## src/afr_defines.svh

```systemverilog
// Constants for the abort fault recorder: offsets, field positions and reset values.
// How it works
// - A separate kind register at offset 8 records which abort was taken, prefetch or data, not the cause status register's fields.
// - Bit 10 is the extension bit that widens the status code for both abort kinds.
// - Bit 9 is set when the abort came from a debug event, whose exact cause sits in the debug unit.
// - With the debug flag set, the domain field and extension bit have no defined value.
// - Every abort entry loads the cause status register with the source of that abort.
// - No software clear is needed; each new abort simply overwrites the fields.
// - Bits 31 to 11 are reserved and read zero here, bit 8 always reads zero, writes to them are dropped.
// - Bits 7 to 4 hold the domain, one of sixteen, accessed when a data abort occurred.
// - Bits 3 to 0 hold the status code for the type of access being attempted.
// - The 32-bit address register holds the remapped virtual address of the faulting data access.
`ifndef AFR_DEFINES_SVH
`define AFR_DEFINES_SVH
`define AFR_OFS_CAUSE 4'h0
`define AFR_OFS_ADDR 4'h4
`define AFR_OFS_KIND 4'h8
`define AFR_BIT_EXT 10
`define AFR_BIT_DBG 9
`define AFR_DOM_HI 7
`define AFR_DOM_LO 4
`define AFR_STS_HI 3
`define AFR_STS_LO 0
`define AFR_RST_CAUSE 11'h000
`define AFR_RST_ADDR 32'h0000_0000
`define AFR_RESP_OKAY 2'b00
`define AFR_RESP_SLVERR 2'b10
`endif

```

## src/afr_pkg.sv

```systemverilog
// Types for the abort fault recorder.
package afr_pkg;
  typedef enum logic {AFR_PREFETCH, AFR_DATA} afr_kind_t;
  typedef struct packed {
    logic ext;
    logic dbg;
    logic [3:0] domain;
    logic [3:0] status;
  } afr_cause_t;
  typedef struct packed {
    logic valid;
    afr_kind_t kind;
    afr_cause_t cause;
    logic [31:0] vaddr;
  } afr_abort_t;
  typedef struct packed {
    afr_cause_t cause_r;
    afr_kind_t kind_r;
    logic [31:0] addr_r;
    logic [3:0] awaddr_r;
    logic aw_held_r;
    logic [31:0] wdata_r;
    logic [3:0] wstrb_r;
    logic w_held_r;
    logic bvalid_r;
    logic [1:0] bresp_r;
    logic arready_r;
    logic rvalid_r;
    logic [31:0] rdata_r;
    logic [1:0] rresp_r;
  } afr_state_t;
endpackage

```

## src/afr_recorder.sv

```systemverilog
// Abort fault recorder with AXI4-Lite register access.
`timescale 1ns/1ps
`include "afr_defines.svh"
module afr_recorder
  import afr_pkg::*;
(
  input wire logic clk,
  input wire logic rst_n,
  input wire afr_abort_t abort_in,
  input wire logic [3:0] s_awaddr,
  input wire logic s_awvalid,
  output logic s_awready,
  input wire logic [31:0] s_wdata,
  input wire logic [3:0] s_wstrb,
  input wire logic s_wvalid,
  output logic s_wready,
  output logic s_bvalid,
  output logic [1:0] s_bresp,
  input wire logic s_bready,
  input wire logic [3:0] s_araddr,
  input wire logic s_arvalid,
  output logic s_arready,
  output logic s_rvalid,
  output logic [31:0] s_rdata,
  output logic [1:0] s_rresp,
  input wire logic s_rready,
  output afr_cause_t abort_cause_status,
  output logic [31:0] abort_virtual_address
);
  afr_state_t st_r;
  afr_state_t st_nxt;
  logic do_write;
  logic [31:0] cause_word;

  // ----------------------------------------
  // Next state
  // ----------------------------------------
  always_comb begin
    st_nxt = st_r;
    cause_word = {21'h000000, st_r.cause_r.ext, st_r.cause_r.dbg, 1'b0,
                  st_r.cause_r.domain, st_r.cause_r.status};
    if (s_awvalid && !st_r.aw_held_r) begin
      st_nxt.aw_held_r = 1'b1;
      st_nxt.awaddr_r = s_awaddr;
    end
    if (s_wvalid && !st_r.w_held_r) begin
      st_nxt.w_held_r = 1'b1;
      st_nxt.wdata_r = s_wdata;
      st_nxt.wstrb_r = s_wstrb;
    end
    do_write = st_r.aw_held_r && st_r.w_held_r && !st_r.bvalid_r;
    if (do_write) begin
      st_nxt.aw_held_r = 1'b0;
      st_nxt.w_held_r = 1'b0;
      st_nxt.bvalid_r = 1'b1;
      st_nxt.bresp_r = `AFR_RESP_OKAY;
      unique case (st_r.awaddr_r)
        `AFR_OFS_CAUSE: begin
          // Reserved bits and bit 8 are dropped, only the live fields take the write.
          if (st_r.wstrb_r[0]) begin
            st_nxt.cause_r.domain = st_r.wdata_r[`AFR_DOM_HI:`AFR_DOM_LO];
            st_nxt.cause_r.status = st_r.wdata_r[`AFR_STS_HI:`AFR_STS_LO];
          end
          if (st_r.wstrb_r[1]) begin
            st_nxt.cause_r.ext = st_r.wdata_r[`AFR_BIT_EXT];
            st_nxt.cause_r.dbg = st_r.wdata_r[`AFR_BIT_DBG];
          end
        end
        `AFR_OFS_ADDR: begin
          for (int b = 0; b < 4; b++) begin
            if (st_r.wstrb_r[b]) begin
              st_nxt.addr_r[b*8 +: 8] = st_r.wdata_r[b*8 +: 8];
            end
          end
        end
        `AFR_OFS_KIND: st_nxt.bresp_r = `AFR_RESP_OKAY;
        default: st_nxt.bresp_r = `AFR_RESP_SLVERR;
      endcase
    end
    if (st_r.bvalid_r && s_bready) begin
      st_nxt.bvalid_r = 1'b0;
    end
    st_nxt.arready_r = 1'b0;
    if (s_arvalid && !st_r.arready_r && !st_r.rvalid_r) begin
      st_nxt.arready_r = 1'b1;
      st_nxt.rvalid_r = 1'b1;
      st_nxt.rresp_r = `AFR_RESP_OKAY;
      unique case (s_araddr)
        `AFR_OFS_CAUSE: st_nxt.rdata_r = cause_word;
        `AFR_OFS_ADDR: st_nxt.rdata_r = st_r.addr_r;
        `AFR_OFS_KIND: st_nxt.rdata_r = {31'h00000000, st_r.kind_r};
        default: begin
          st_nxt.rdata_r = 32'h0000_0000;
          st_nxt.rresp_r = `AFR_RESP_SLVERR;
        end
      endcase
    end
    if (st_r.rvalid_r && s_rready) begin
      st_nxt.rvalid_r = 1'b0;
    end
    // An abort in the same cycle as a software write wins: the hardware source must not be lost.
    if (abort_in.valid) begin
      st_nxt.kind_r = abort_in.kind;
      st_nxt.cause_r = abort_in.cause;
      if (abort_in.cause.dbg) begin
        // Domain and extension are undefined after a debug event; zero keeps them harmless.
        st_nxt.cause_r.ext = 1'b0;
        st_nxt.cause_r.domain = 4'h0;
      end
      if (abort_in.kind == AFR_DATA) begin
        st_nxt.addr_r = abort_in.vaddr;
      end
      else begin
        st_nxt.cause_r.domain = 4'h0;
      end
    end
  end

  // ----------------------------------------
  // State register
  // ----------------------------------------
  always_ff @(posedge clk or negedge rst_n) begin
    if (!rst_n) begin
      st_r <= '0;
    end
    else begin
      st_r <= st_nxt;
    end
  end

  assign s_awready = !st_r.aw_held_r;
  assign s_wready = !st_r.w_held_r;
  assign s_bvalid = st_r.bvalid_r;
  assign s_bresp = st_r.bresp_r;
  assign s_arready = st_r.arready_r;
  assign s_rvalid = st_r.rvalid_r;
  assign s_rdata = st_r.rdata_r;
  assign s_rresp = st_r.rresp_r;
  assign abort_cause_status = st_r.cause_r;
  assign abort_virtual_address = st_r.addr_r;
endmodule
```

## config.mk

```make
export PLATFORM = sky130hd
export DESIGN_NAME = afr_recorder
export DESIGN_NICKNAME = d
export VERILOG_FILES = /design/src/afr_pkg.sv /design/src/afr_recorder.sv
export VERILOG_INCLUDE_DIRS = /design/src
export SDC_FILE = /design/constraint.sdc
export NUM_CORES = 1
export LEC_CHECK = 0
export ABC_AREA = 1
export BUFFER_PORTS_ARGS = -buffer_cell sky130_fd_sc_hd__buf_2
export CORE_MARGIN = 8
export CORE_UTILIZATION = 55
export CTS_BUF_LIST = sky130_fd_sc_hd__clkbuf_8 sky130_fd_sc_hd__clkbuf_16
export DETAILED_ROUTE_END_ITERATION = 16
export PLACE_DENSITY_LB_ADDON = 0.3
export SETUP_SLACK_MARGIN = 0.15
export SLEW_MARGIN = 40
export SYNTH_ARGS = -nofsm -noshare
export SYNTH_HDL_FRONTEND = slang
export SYNTH_SLANG_ARGS = --single-unit
```

## constraint.sdc

```tcl
create_clock -name clk -period 2.45 [get_ports clk]
set_clock_uncertainty 0.1 [all_clocks]
set_input_delay 0.245 -clock clk [delete_from_list [all_inputs] [get_ports clk]]
set_output_delay 0.245 -clock clk [all_outputs]
set_load 0.01 [all_outputs]
```

* Word-level counts from Yosys, hierarchy flattened *
Cells that the tools add are included.

word-level totals
  output and inout port bits = 83
  memory bits (writable) = 0
  input port bits = 95
  register bits = 124
  memories = 0
  logic and storage cells = 73
  ROM bits = 0
  bits in latches = 0

operators by class
  reduce and logical (&&, ||, !) cells = 27
  add/subtract/negate cells = 0
  div/mod/pow operators = 0
  $mul = 0
  shift-type cells = 0
  $lt $le $gt $ge = 0
  multiplexer cells = 25
  bitwise gates (word level) = 0
  equality and inequality tests = 4

operators with widths
  cell                                                  count
  two-way mux 32 bit                                    3
  one-hot mux 32 bit (3 select lines)                   1
  two-way mux 43 bit                                    1
  two-way mux 8 bit                                     5
  two-way mux 36 bit                                    1
  two-way mux 10 bit                                    2
  nonzero test 2 bit                                    8
  two-way mux 4 bit                                     3
  equality test 4 x 3 -> 1 bit (second input constant)  2
  equality test 4 bit (second input constant)           2
  logical AND 1 bit                                     8
  zero test 4 bit                                       2
  two-way mux 1 bit                                     6
  two-way mux 2 bit                                     3
  AND reduction 3 bit                                   2
  OR reduction 3 bit                                    2
  zero test 1 bit                                       5

* Longest topological paths before layout *
Gate-level depths: netlist of the first run.

  word-level depth = 5
  mapped depth = 8
  gate-level depth less buffers = 7

* Worst setup path after synthesis of the first run *
No wires, ideal clock.

  path kind = register -> register
  from = register st_r, in the netlist s_bvalid
  to = register st_r, in the netlist abort_cause_status[7]
  stages on the path, launching flop included = 8
  buffers on the path = 1
  data arrival time = 1083 ps
  required time = 2227 ps
  setup time = 123 ps
  slack = 1144 ps
  period minus slack after synthesis = 1306 ps
  cells stage by stage = dfrtp_1 -> inv_1 -> nand3_1 -> nand2_1 -> nand3_4 -> buf_6 -> nand2_1 -> o21ai_1

on the way
  cells in the longest elaborated chain, start to end = 4

ends and longest elaborated chain
  item                                  RTL line             RTL
  start, declared                       afr_recorder.sv:30   afr_state_t st_r;
  start signal, assigned                afr_recorder.sv:127  st_r <= st_nxt;
  zero test 1 bit                       afr_recorder.sv:51   do_write = st_r.aw_held_r && st_r.w_held_r && !st_r.bvalid_r;
  logical AND 1 bit                     afr_recorder.sv:51
  nonzero test 2 bit (no source line)   --
  AND reduction 3 bit (no source line)  --

No other way between the ends.
A chain may end at the register's enable or synchronous reset.

==> key figures, run 1 <==
Clock network
  – Num CTS Buffers: 17
  – CTS max path bufs: 2
  – TritonCTS clock tree: yes
  – CTS root buf: clkbuf_16
  – Clk sinks: 122
  – Setup Fix Bufs, Post-CTS: 0
  – Clk_lat worst skew: 410 ps
  – Htree depth: 4
  – Clk pin slew, worst setup/hold paths: 50 ps

STA
  – Unrepaired setup endpoints after global routing: no
  – Setup Viol. Count Final: 0
  – Setup TNS: 0 ps
  – Slew @ Worst Pin: 663.2 ps
  – Period utilization: 0.7124
  – Final WS setup: 704.5 ps
  – Tmin final: 1745 ps
  – Max Clk Rate: 572.9 MHz
  – Max Slew Vio Count: 0
  – Slew HR: 0.5579
  – Final hold viol count: 0

Finish
  – Non-Filler Instances: 1,069
  – Area grow syn2layout: 24.85%
  – Layout fillers: 869
  – Final Cell Area: 7807 sq um
  – Nets: 1,010
  – Register area: 3053 sq um
  – Layout cell share with drive strength beyond 1: 0.2549
  – Diodes inserted: 0
  – Final core utilization: 0.6926
  – Multi-input logic area: 2072 sq um

Critical path
  – Data arrival, critical path: 1990 ps
  – R2R depth: 7
  – CP Launch Type: flip-flop
  – CP most frequent cell: nand2_1
  – Critical Path RT: 2690 ps
  – Delay-heaviest family, CP: simple AND/OR/NAND/NOR gates
  – CP cell instances: nand2_2 > nor2_4 > buf_12 > nand3_4 > nand2_1 > nand3_1 > nand2_1
  – Slowest CP cell: dfrtp_1
  – Crit-path max FO: 23
  – Slowest stage delay, CP: 400 ps
  – CP endpoint kind: flip-flop
  – Register-to-Register Setup Slack: 700 ps
  – FF-to-FF End: abort_virtual_address[19]$_DFF_PN0_
  – Crit path buffers/inverters: 1
  – Crit Reg-Reg Startpoint: st_r[39]$_DFFE_PN0P_
  – Setup Crit Path Kind: flip-flop to flip-flop

GRT
  – Number of global-route vias before repair: 5,436
  – First-pass GRT wire length: 27,600 microns
  – Global Route Usage Sum: 0.2346
  – Initial antenna violation count: 0
  – Total gr overflow: 0
  – Largest net degree at the start of global routing: 50

Synthesis
  – Synth unique cells: 25
  – Avg Inst Size Synth: 8.207 sq um
  – Cell count after synthesis: 762
  – Synth Area in Simple Gates: 0.2725
  – Complex-gate fraction of the synthesized area: 0.05402
  – Prevailing post-synth register cell: dfrtp_1
  – Most common cell in the netlist: nand2_1
  – Seq/Total Area, Yosys: 0.4882
  – Share of the synthesized area in the top cell type: 0.4882
  – Synthesized area: 6253 sq um
  – Synth warn: 0
  – Synth area leaders: dfrtp_1 49%, nand2_1 13%, buf_4 9.8%
  – Post-synth top cells: 211 x nand2_1, 122 x dfrtp_1, 82 x buf_4
  – Number of synthesized flops with an enable pin: 0
  – Mux contribution to synthesized area: 0.003601
  – Largest family of logic cells by synthesized area: simple AND/OR/NAND/NOR gates
  – Yosys reg bits: 122
  – Dominant cell type by area after synthesis: dfrtp_1
  – Async set or reset register ratio after synthesis: 1.000
  – Post-synthesis xor/xnor area fraction: 0
  – Synth Area in Adders: 0

Die
  – Die area: 15,040 sq um
  – Std-Cell Core Area: 11,270 sq um
  – Ports: 178
  – DIE HEIGHT: 122.6 microns
  – Site Rows: 39
  – Initial Util: 0.5548
  – Chip width: 122.6 microns

Route
  – 1st-pass router iterations: 7
  – Wire per inst: 16.08 microns
  – Routed vias: 5,445
  – DRT antenna net count: 0
  – DRT Wirelength: 17,190 microns
  – Drt drc: 0
  – Vias per cell: 5.094
  – Drt initial violations: 609

Placed design
  – Dpl cells: 975
  – DP HPWL: 12,020 microns
  – Pre-CTS setup slack: 590.7 ps
  – Placer Congestion: 0.8777
  – Port Buffer Count: 175
  – Placed Area: 6588 sq um

Min path
  – Beginning of the worst hold path: s_wdata[18]
  – Hold crit path type: input pin to flip-flop
  – Hold Path End: st_r[62]$_DFFE_PN0P_
  – Hold depth: 3

Run
  – Max-cap violations: 0

Power
  – Peak VDD IR: 0.5475 mV
  – Leakage Power: 4.395 nW
  – Power per standard cell area: 953.0 nW/um^2

Run status
  – Outcome: finished, final reports clean
## stage by stage
| step | hold WS (ps) | power, mW |
|---|---|---|
| 3_5_place_dp | 213.9 | 4.922 |
| 2_1_floorplan | -150.6 | 4.546 |
| 6_report | 1.729 | 7.441 |
| 5_1_grt | 10.33 | 7.871 |
| 4_1_cts | 0.7810 | 7.471 |
| 3_3_place_gp | 204.3 | 4.839 |
## layout by cell type (no fill, tap or decap), drive strengths merged
cell type,count
conb,2
mux2,2
nor2,53
clkinv,4
clkinvlp,1
buf,184
a21boi,1
o21ai,17
clkbuf,21
nor3,1
nand4,33
nand2,216
dfrtp,122
dlygate4sd3,64
bufinv,2
nand3,73
inv,82
a21oi,44
a31oi,4
## metal layers
layer	vias to the layer above	global-route usage	wire (microns)
met5	-	0	0
met4	0	0.09368	405
met3	45	0.06440	1314
met2	241	0.3512	7814
met1	2518	0.3177	7657
li1	2641	-	-
## power by group
part           switching, mW  internal, mW
combinational           1.27         0.725
clock                  0.857          1.58
sequential             0.440          2.57
## repair_timing
item | 4_1_cts | 5_1_grt
gates resized for setup | 0 | 0
hold buffers | 64 | 0
endpoints found under the hold margin | 110 | 0
## worst register-to-register path, stage by stage, from the launching register on
cell and delay, ps:
dfrtp_1 400, nand2_2 80, nor2_4 390, buf_12 230
nand3_4 140, nand2_1 130, nand3_1 90, nand2_1 110
## state kept, by name (all words and copies together), names as in the netlist
| name | count |
|---|---|
| s_bresp | 1 |
| abort_cause_status | 10 |
| s_bvalid | 1 |
| s_rdata | 32 |
| abort_virtual_address | 32 |
| st_r | 43 |
| s_rvalid | 1 |
| s_arready | 1 |
| s_rresp | 1 |
## worst max-delay path by stage
stage                                                      to            startpoint  slack, ps  cells past startpoint
final                     abort_virtual_address[19]$_DFF_PN0_  st_r[39]$_DFFE_PN0P_        700                      7
after global routing                  s_rdata[10]$_DFFE_PN0P_   s_arready$_DFF_PN0_        590                      4
after CTS                             s_rdata[15]$_DFFE_PN0P_   s_arready$_DFF_PN0_        740                      4
after detailed placement              s_rdata[16]$_DFFE_PN0P_           s_araddr[1]        590                      7
after global placement                s_rdata[15]$_DFFE_PN0P_           s_araddr[1]        720                      7
after floorplan             abort_cause_status[7]$_DFFE_PN0P_  s_bvalid$_DFFE_PN0P_       1140                      7
## cell type report
cell class	instances	share of cell area
tap	143	0.02292
timing repair buffer	248	0.2080
clock buffer	21	0.06154
sequential	122	0.3910
inverter	80	0.03846
multi-input combinational	446	0.2654
clock inverter	9	0.01266
## kinds of logic (layout without fill, tap and decap cells)
family,Yosys count,after routing
AOI/OAI and AO/OA,66,66
muxes,2,2
DFF,122,122
other,1,2
and+or+nand+nor,376,376
buffers and inverters,195,358
No activity file was read; power rests on OpenSTA's default activity.
==> run 2, diff against run 1 <==
Settings changed: CORE_UTILIZATION 55 to 53.
Clock period 2.45 ns to 1.81 ns, I/O delays scaled along.
==> run 2 against run 1 <==
Net effect:
- wire length rose by 8.9%
- setup slack got worse by 410 ps
- via count increased by 5.3%
- first-iteration DRC count up 4.8%
- largest power group unchanged
- critical path type unchanged
- highest routed layer unchanged
==> key figures, run 2 (same netlist as run 1, synthesis figures left out) <==
Placed design
  – DP HPWL: 12,270 microns (+2.1%)
  – Port Buffer Count: 175 (unchanged)
  – Pre-CTS setup slack: 361.2 ps (-229.5 ps)
  – Placer Congestion: 0.8496 (-3.2%)

GRT
  – First-pass GRT wire length: 30,040 microns (+8.8%)
  – Total gr overflow: 0 (unchanged)
  – Initial antenna violation count: 6 (+6)
  – Global Route Usage Sum: 0.2368 (+0.002151)
  – Largest net degree at the start of global routing: 71 (+42%)
  – Number of global-route vias before repair: 5,789 (+6.5%)

Run status
  – Outcome: finished, final reports clean

STA
  – Final WS setup: 290.2 ps (-414.4 ps)
  – Final hold viol count: 0 (unchanged)
  – Slew @ Worst Pin: 622.6 ps (-40.57 ps)
  – Tmin final: 1520 ps (-225.6 ps)
  – Setup Viol. Count Final: 0 (unchanged)
  – Max Clk Rate: 658.0 MHz (+15%)
  – Slew HR: 0.5843 (+0.02644)
  – Max Slew Vio Count: 0 (unchanged)
  – Period utilization: 0.8397 (+0.1273)
  – Unrepaired setup endpoints after global routing: no
  – Setup TNS: 0 ps (unchanged)

Route
  – Drt initial violations: 638 (+4.8%)
  – DRT Wirelength: 18,730 microns (+8.9%)
  – 1st-pass router iterations: 5 (-2)
  – Drt drc: 0 (unchanged)
  – DRT antenna net count: 0 (unchanged)
  – Routed vias: 5,731 (+5.3%)
  – Wire per inst: 17.13 microns (+6.5%)
  – Vias per cell: 5.243 (+2.9%)

Die
  – Initial Util: 0.5453 (-0.009443)
  – DIE HEIGHT: 124.6 microns (+1.6%)
  – Ports: 178 (unchanged)
  – Std-Cell Core Area: 11,470 sq um (+1.7%)
  – Die area: 15,530 sq um (+3.3%)
  – Site Rows: 39 (unchanged)
  – Chip width: 124.6 microns (+1.6%)

Finish
  – Largest Register: st_r
  – Area grow syn2layout: 29.15%
  – Max FFs per register: 43 (unchanged)
  – Nets: 1,029 (+1.9%)
  – Commonest non-fill, non-tap cell in the layout: nand2_1
  – Layout cell share with drive strength beyond 1: 0.2532 (-0.001682)
  – Most frequent cells in the layout: 211 x nand2_1, 174 x buf_2, 122 x dfrtp_1, 80 x dlygate4sd3_1, 75 x inv_1

Min path
  – Beginning of the worst hold path: abort_in[37]
  – Hold depth: 3 (unchanged)
  – Hold Path End: abort_cause_status[5]$_DFFE_PN0P_
  – Hold crit path type: input pin to flip-flop

Clock network
  – Clk sinks: 122 (unchanged)
  – Setup Fix Bufs, Post-CTS: 0 (unchanged)
  – Num CTS Buffers: 17 (unchanged)
  – TritonCTS clock tree: yes
  – Clk_lat worst skew: 400 ps (about the same)
  – CTS root buf: clkbuf_16
  – CTS max path bufs: 2 (unchanged)
  – Clk pin slew, worst setup/hold paths: 60 ps (about the same)
  – Htree depth: 4 (unchanged)

Critical path
  – Setup Crit Path Kind: flip-flop to flip-flop
  – Crit-path max FO: 16 (-30%)
  – Register-to-Register Setup Slack: 290 ps (-410 ps)
  – Critical Path RT: 1980 ps (-710 ps)
  – CP Launch Type: flip-flop
  – Data arrival, critical path: 1690 ps (-300 ps)
  – CP endpoint kind: flip-flop
  – Crit Reg-Reg Startpoint: st_r[40]$_DFFE_PN0P_
  – R2R depth: 5 (-2)
  – FF-to-FF End: abort_cause_status[3]$_DFFE_PN0P_

Power
  – Peak VDD IR: 0.8357 mV (+53%)
  – Leakage Power: 4.503 nW (+2.4%)
  – Power per standard cell area: 1311 nW/um^2 (+38%)

Run
  – Max-cap violations: 0 (unchanged)
==> run 2: worst max path at each step <==
stage,startpoint,endpoint
detailed placement,st_r[80]$_DFFE_PN0P_,abort_virtual_address[13]$_DFF_PN0_
floorplan,s_bvalid$_DFFE_PN0P_,abort_cause_status[7]$_DFFE_PN0P_
global placement,st_r[80]$_DFFE_PN0P_,abort_virtual_address[10]$_DFF_PN0_
global route,st_r[80]$_DFFE_PN0P_,abort_virtual_address[12]$_DFF_PN0_
finish,st_r[40]$_DFFE_PN0P_,abort_cause_status[3]$_DFFE_PN0P_
CTS,st_r[80]$_DFFE_PN0P_,abort_virtual_address[13]$_DFF_PN0_
==> run 2: metrics by stage <==
| step | instance area (sq um) | power (mW) | instances | utilization | hold slack, ps |
|---|---|---|---|---|---|
| after global routing | 8077 | 11.13 | 1093 | 0.7043 | 2.497 |
| final | 8077 | 10.59 | 1093 | 0.7043 | 4.866 |
| after floorplan | 6257 | 6.154 | 763 | - | -214.6 |
| after detailed placement | 6623 | 6.743 | 978 | 0.5775 | 118.0 |
| after CTS | 8061 | 10.58 | 1087 | 0.7030 | 1.012 |
| after global placement | 6623 | 6.606 | 978 | 0.5775 | 110.4 |
==> run 2: routing by layer <==
| layer | share of wire | track usage | up-vias |
|---|---|---|---|
| met5 | 0 | 0 | - |
| met4 | 0.043 | 0.1417 | 0 |
| met3 | 0.086 | 0.07191 | 67 |
| met2 | 0.46 | 0.3555 | 321 |
| met1 | 0.41 | 0.2947 | 2664 |
| li1 | - | - | 2679 |
==> run 2: final cells by class <==
cell class	count	area (sq um)
flip-flops and latches	122	3053
clock inverters	9	171.4
diodes	6	15.01
inverters	80	300.3
repair buffers	267	1819
well taps	143	178.9
fillers	889	3391
multi-input cells	446	2072
clock buffers	20	466.7
==> run 2: critical path, cell delays in order (launching register included) <==
cell	delay [ps]
dfrtp_1	590
inv_1	130
nand2_1	160
nand3_4	190
nand2_1	140
o21ai_1	80
==> run 2: timing repair <==
action,in CTS,in global routing
hold buffers,80,0
endpoints found under the hold margin,201,0
resized for setup,0,0
==> run 2: power breakdown <==
group          switching, mW  total [mW]  internal (mW)  leakage, nW
combinational           1.79        2.81           1.02         2.69
sequential             0.638        4.12           3.48         1.49
clock                   1.14        3.66           2.52        0.315
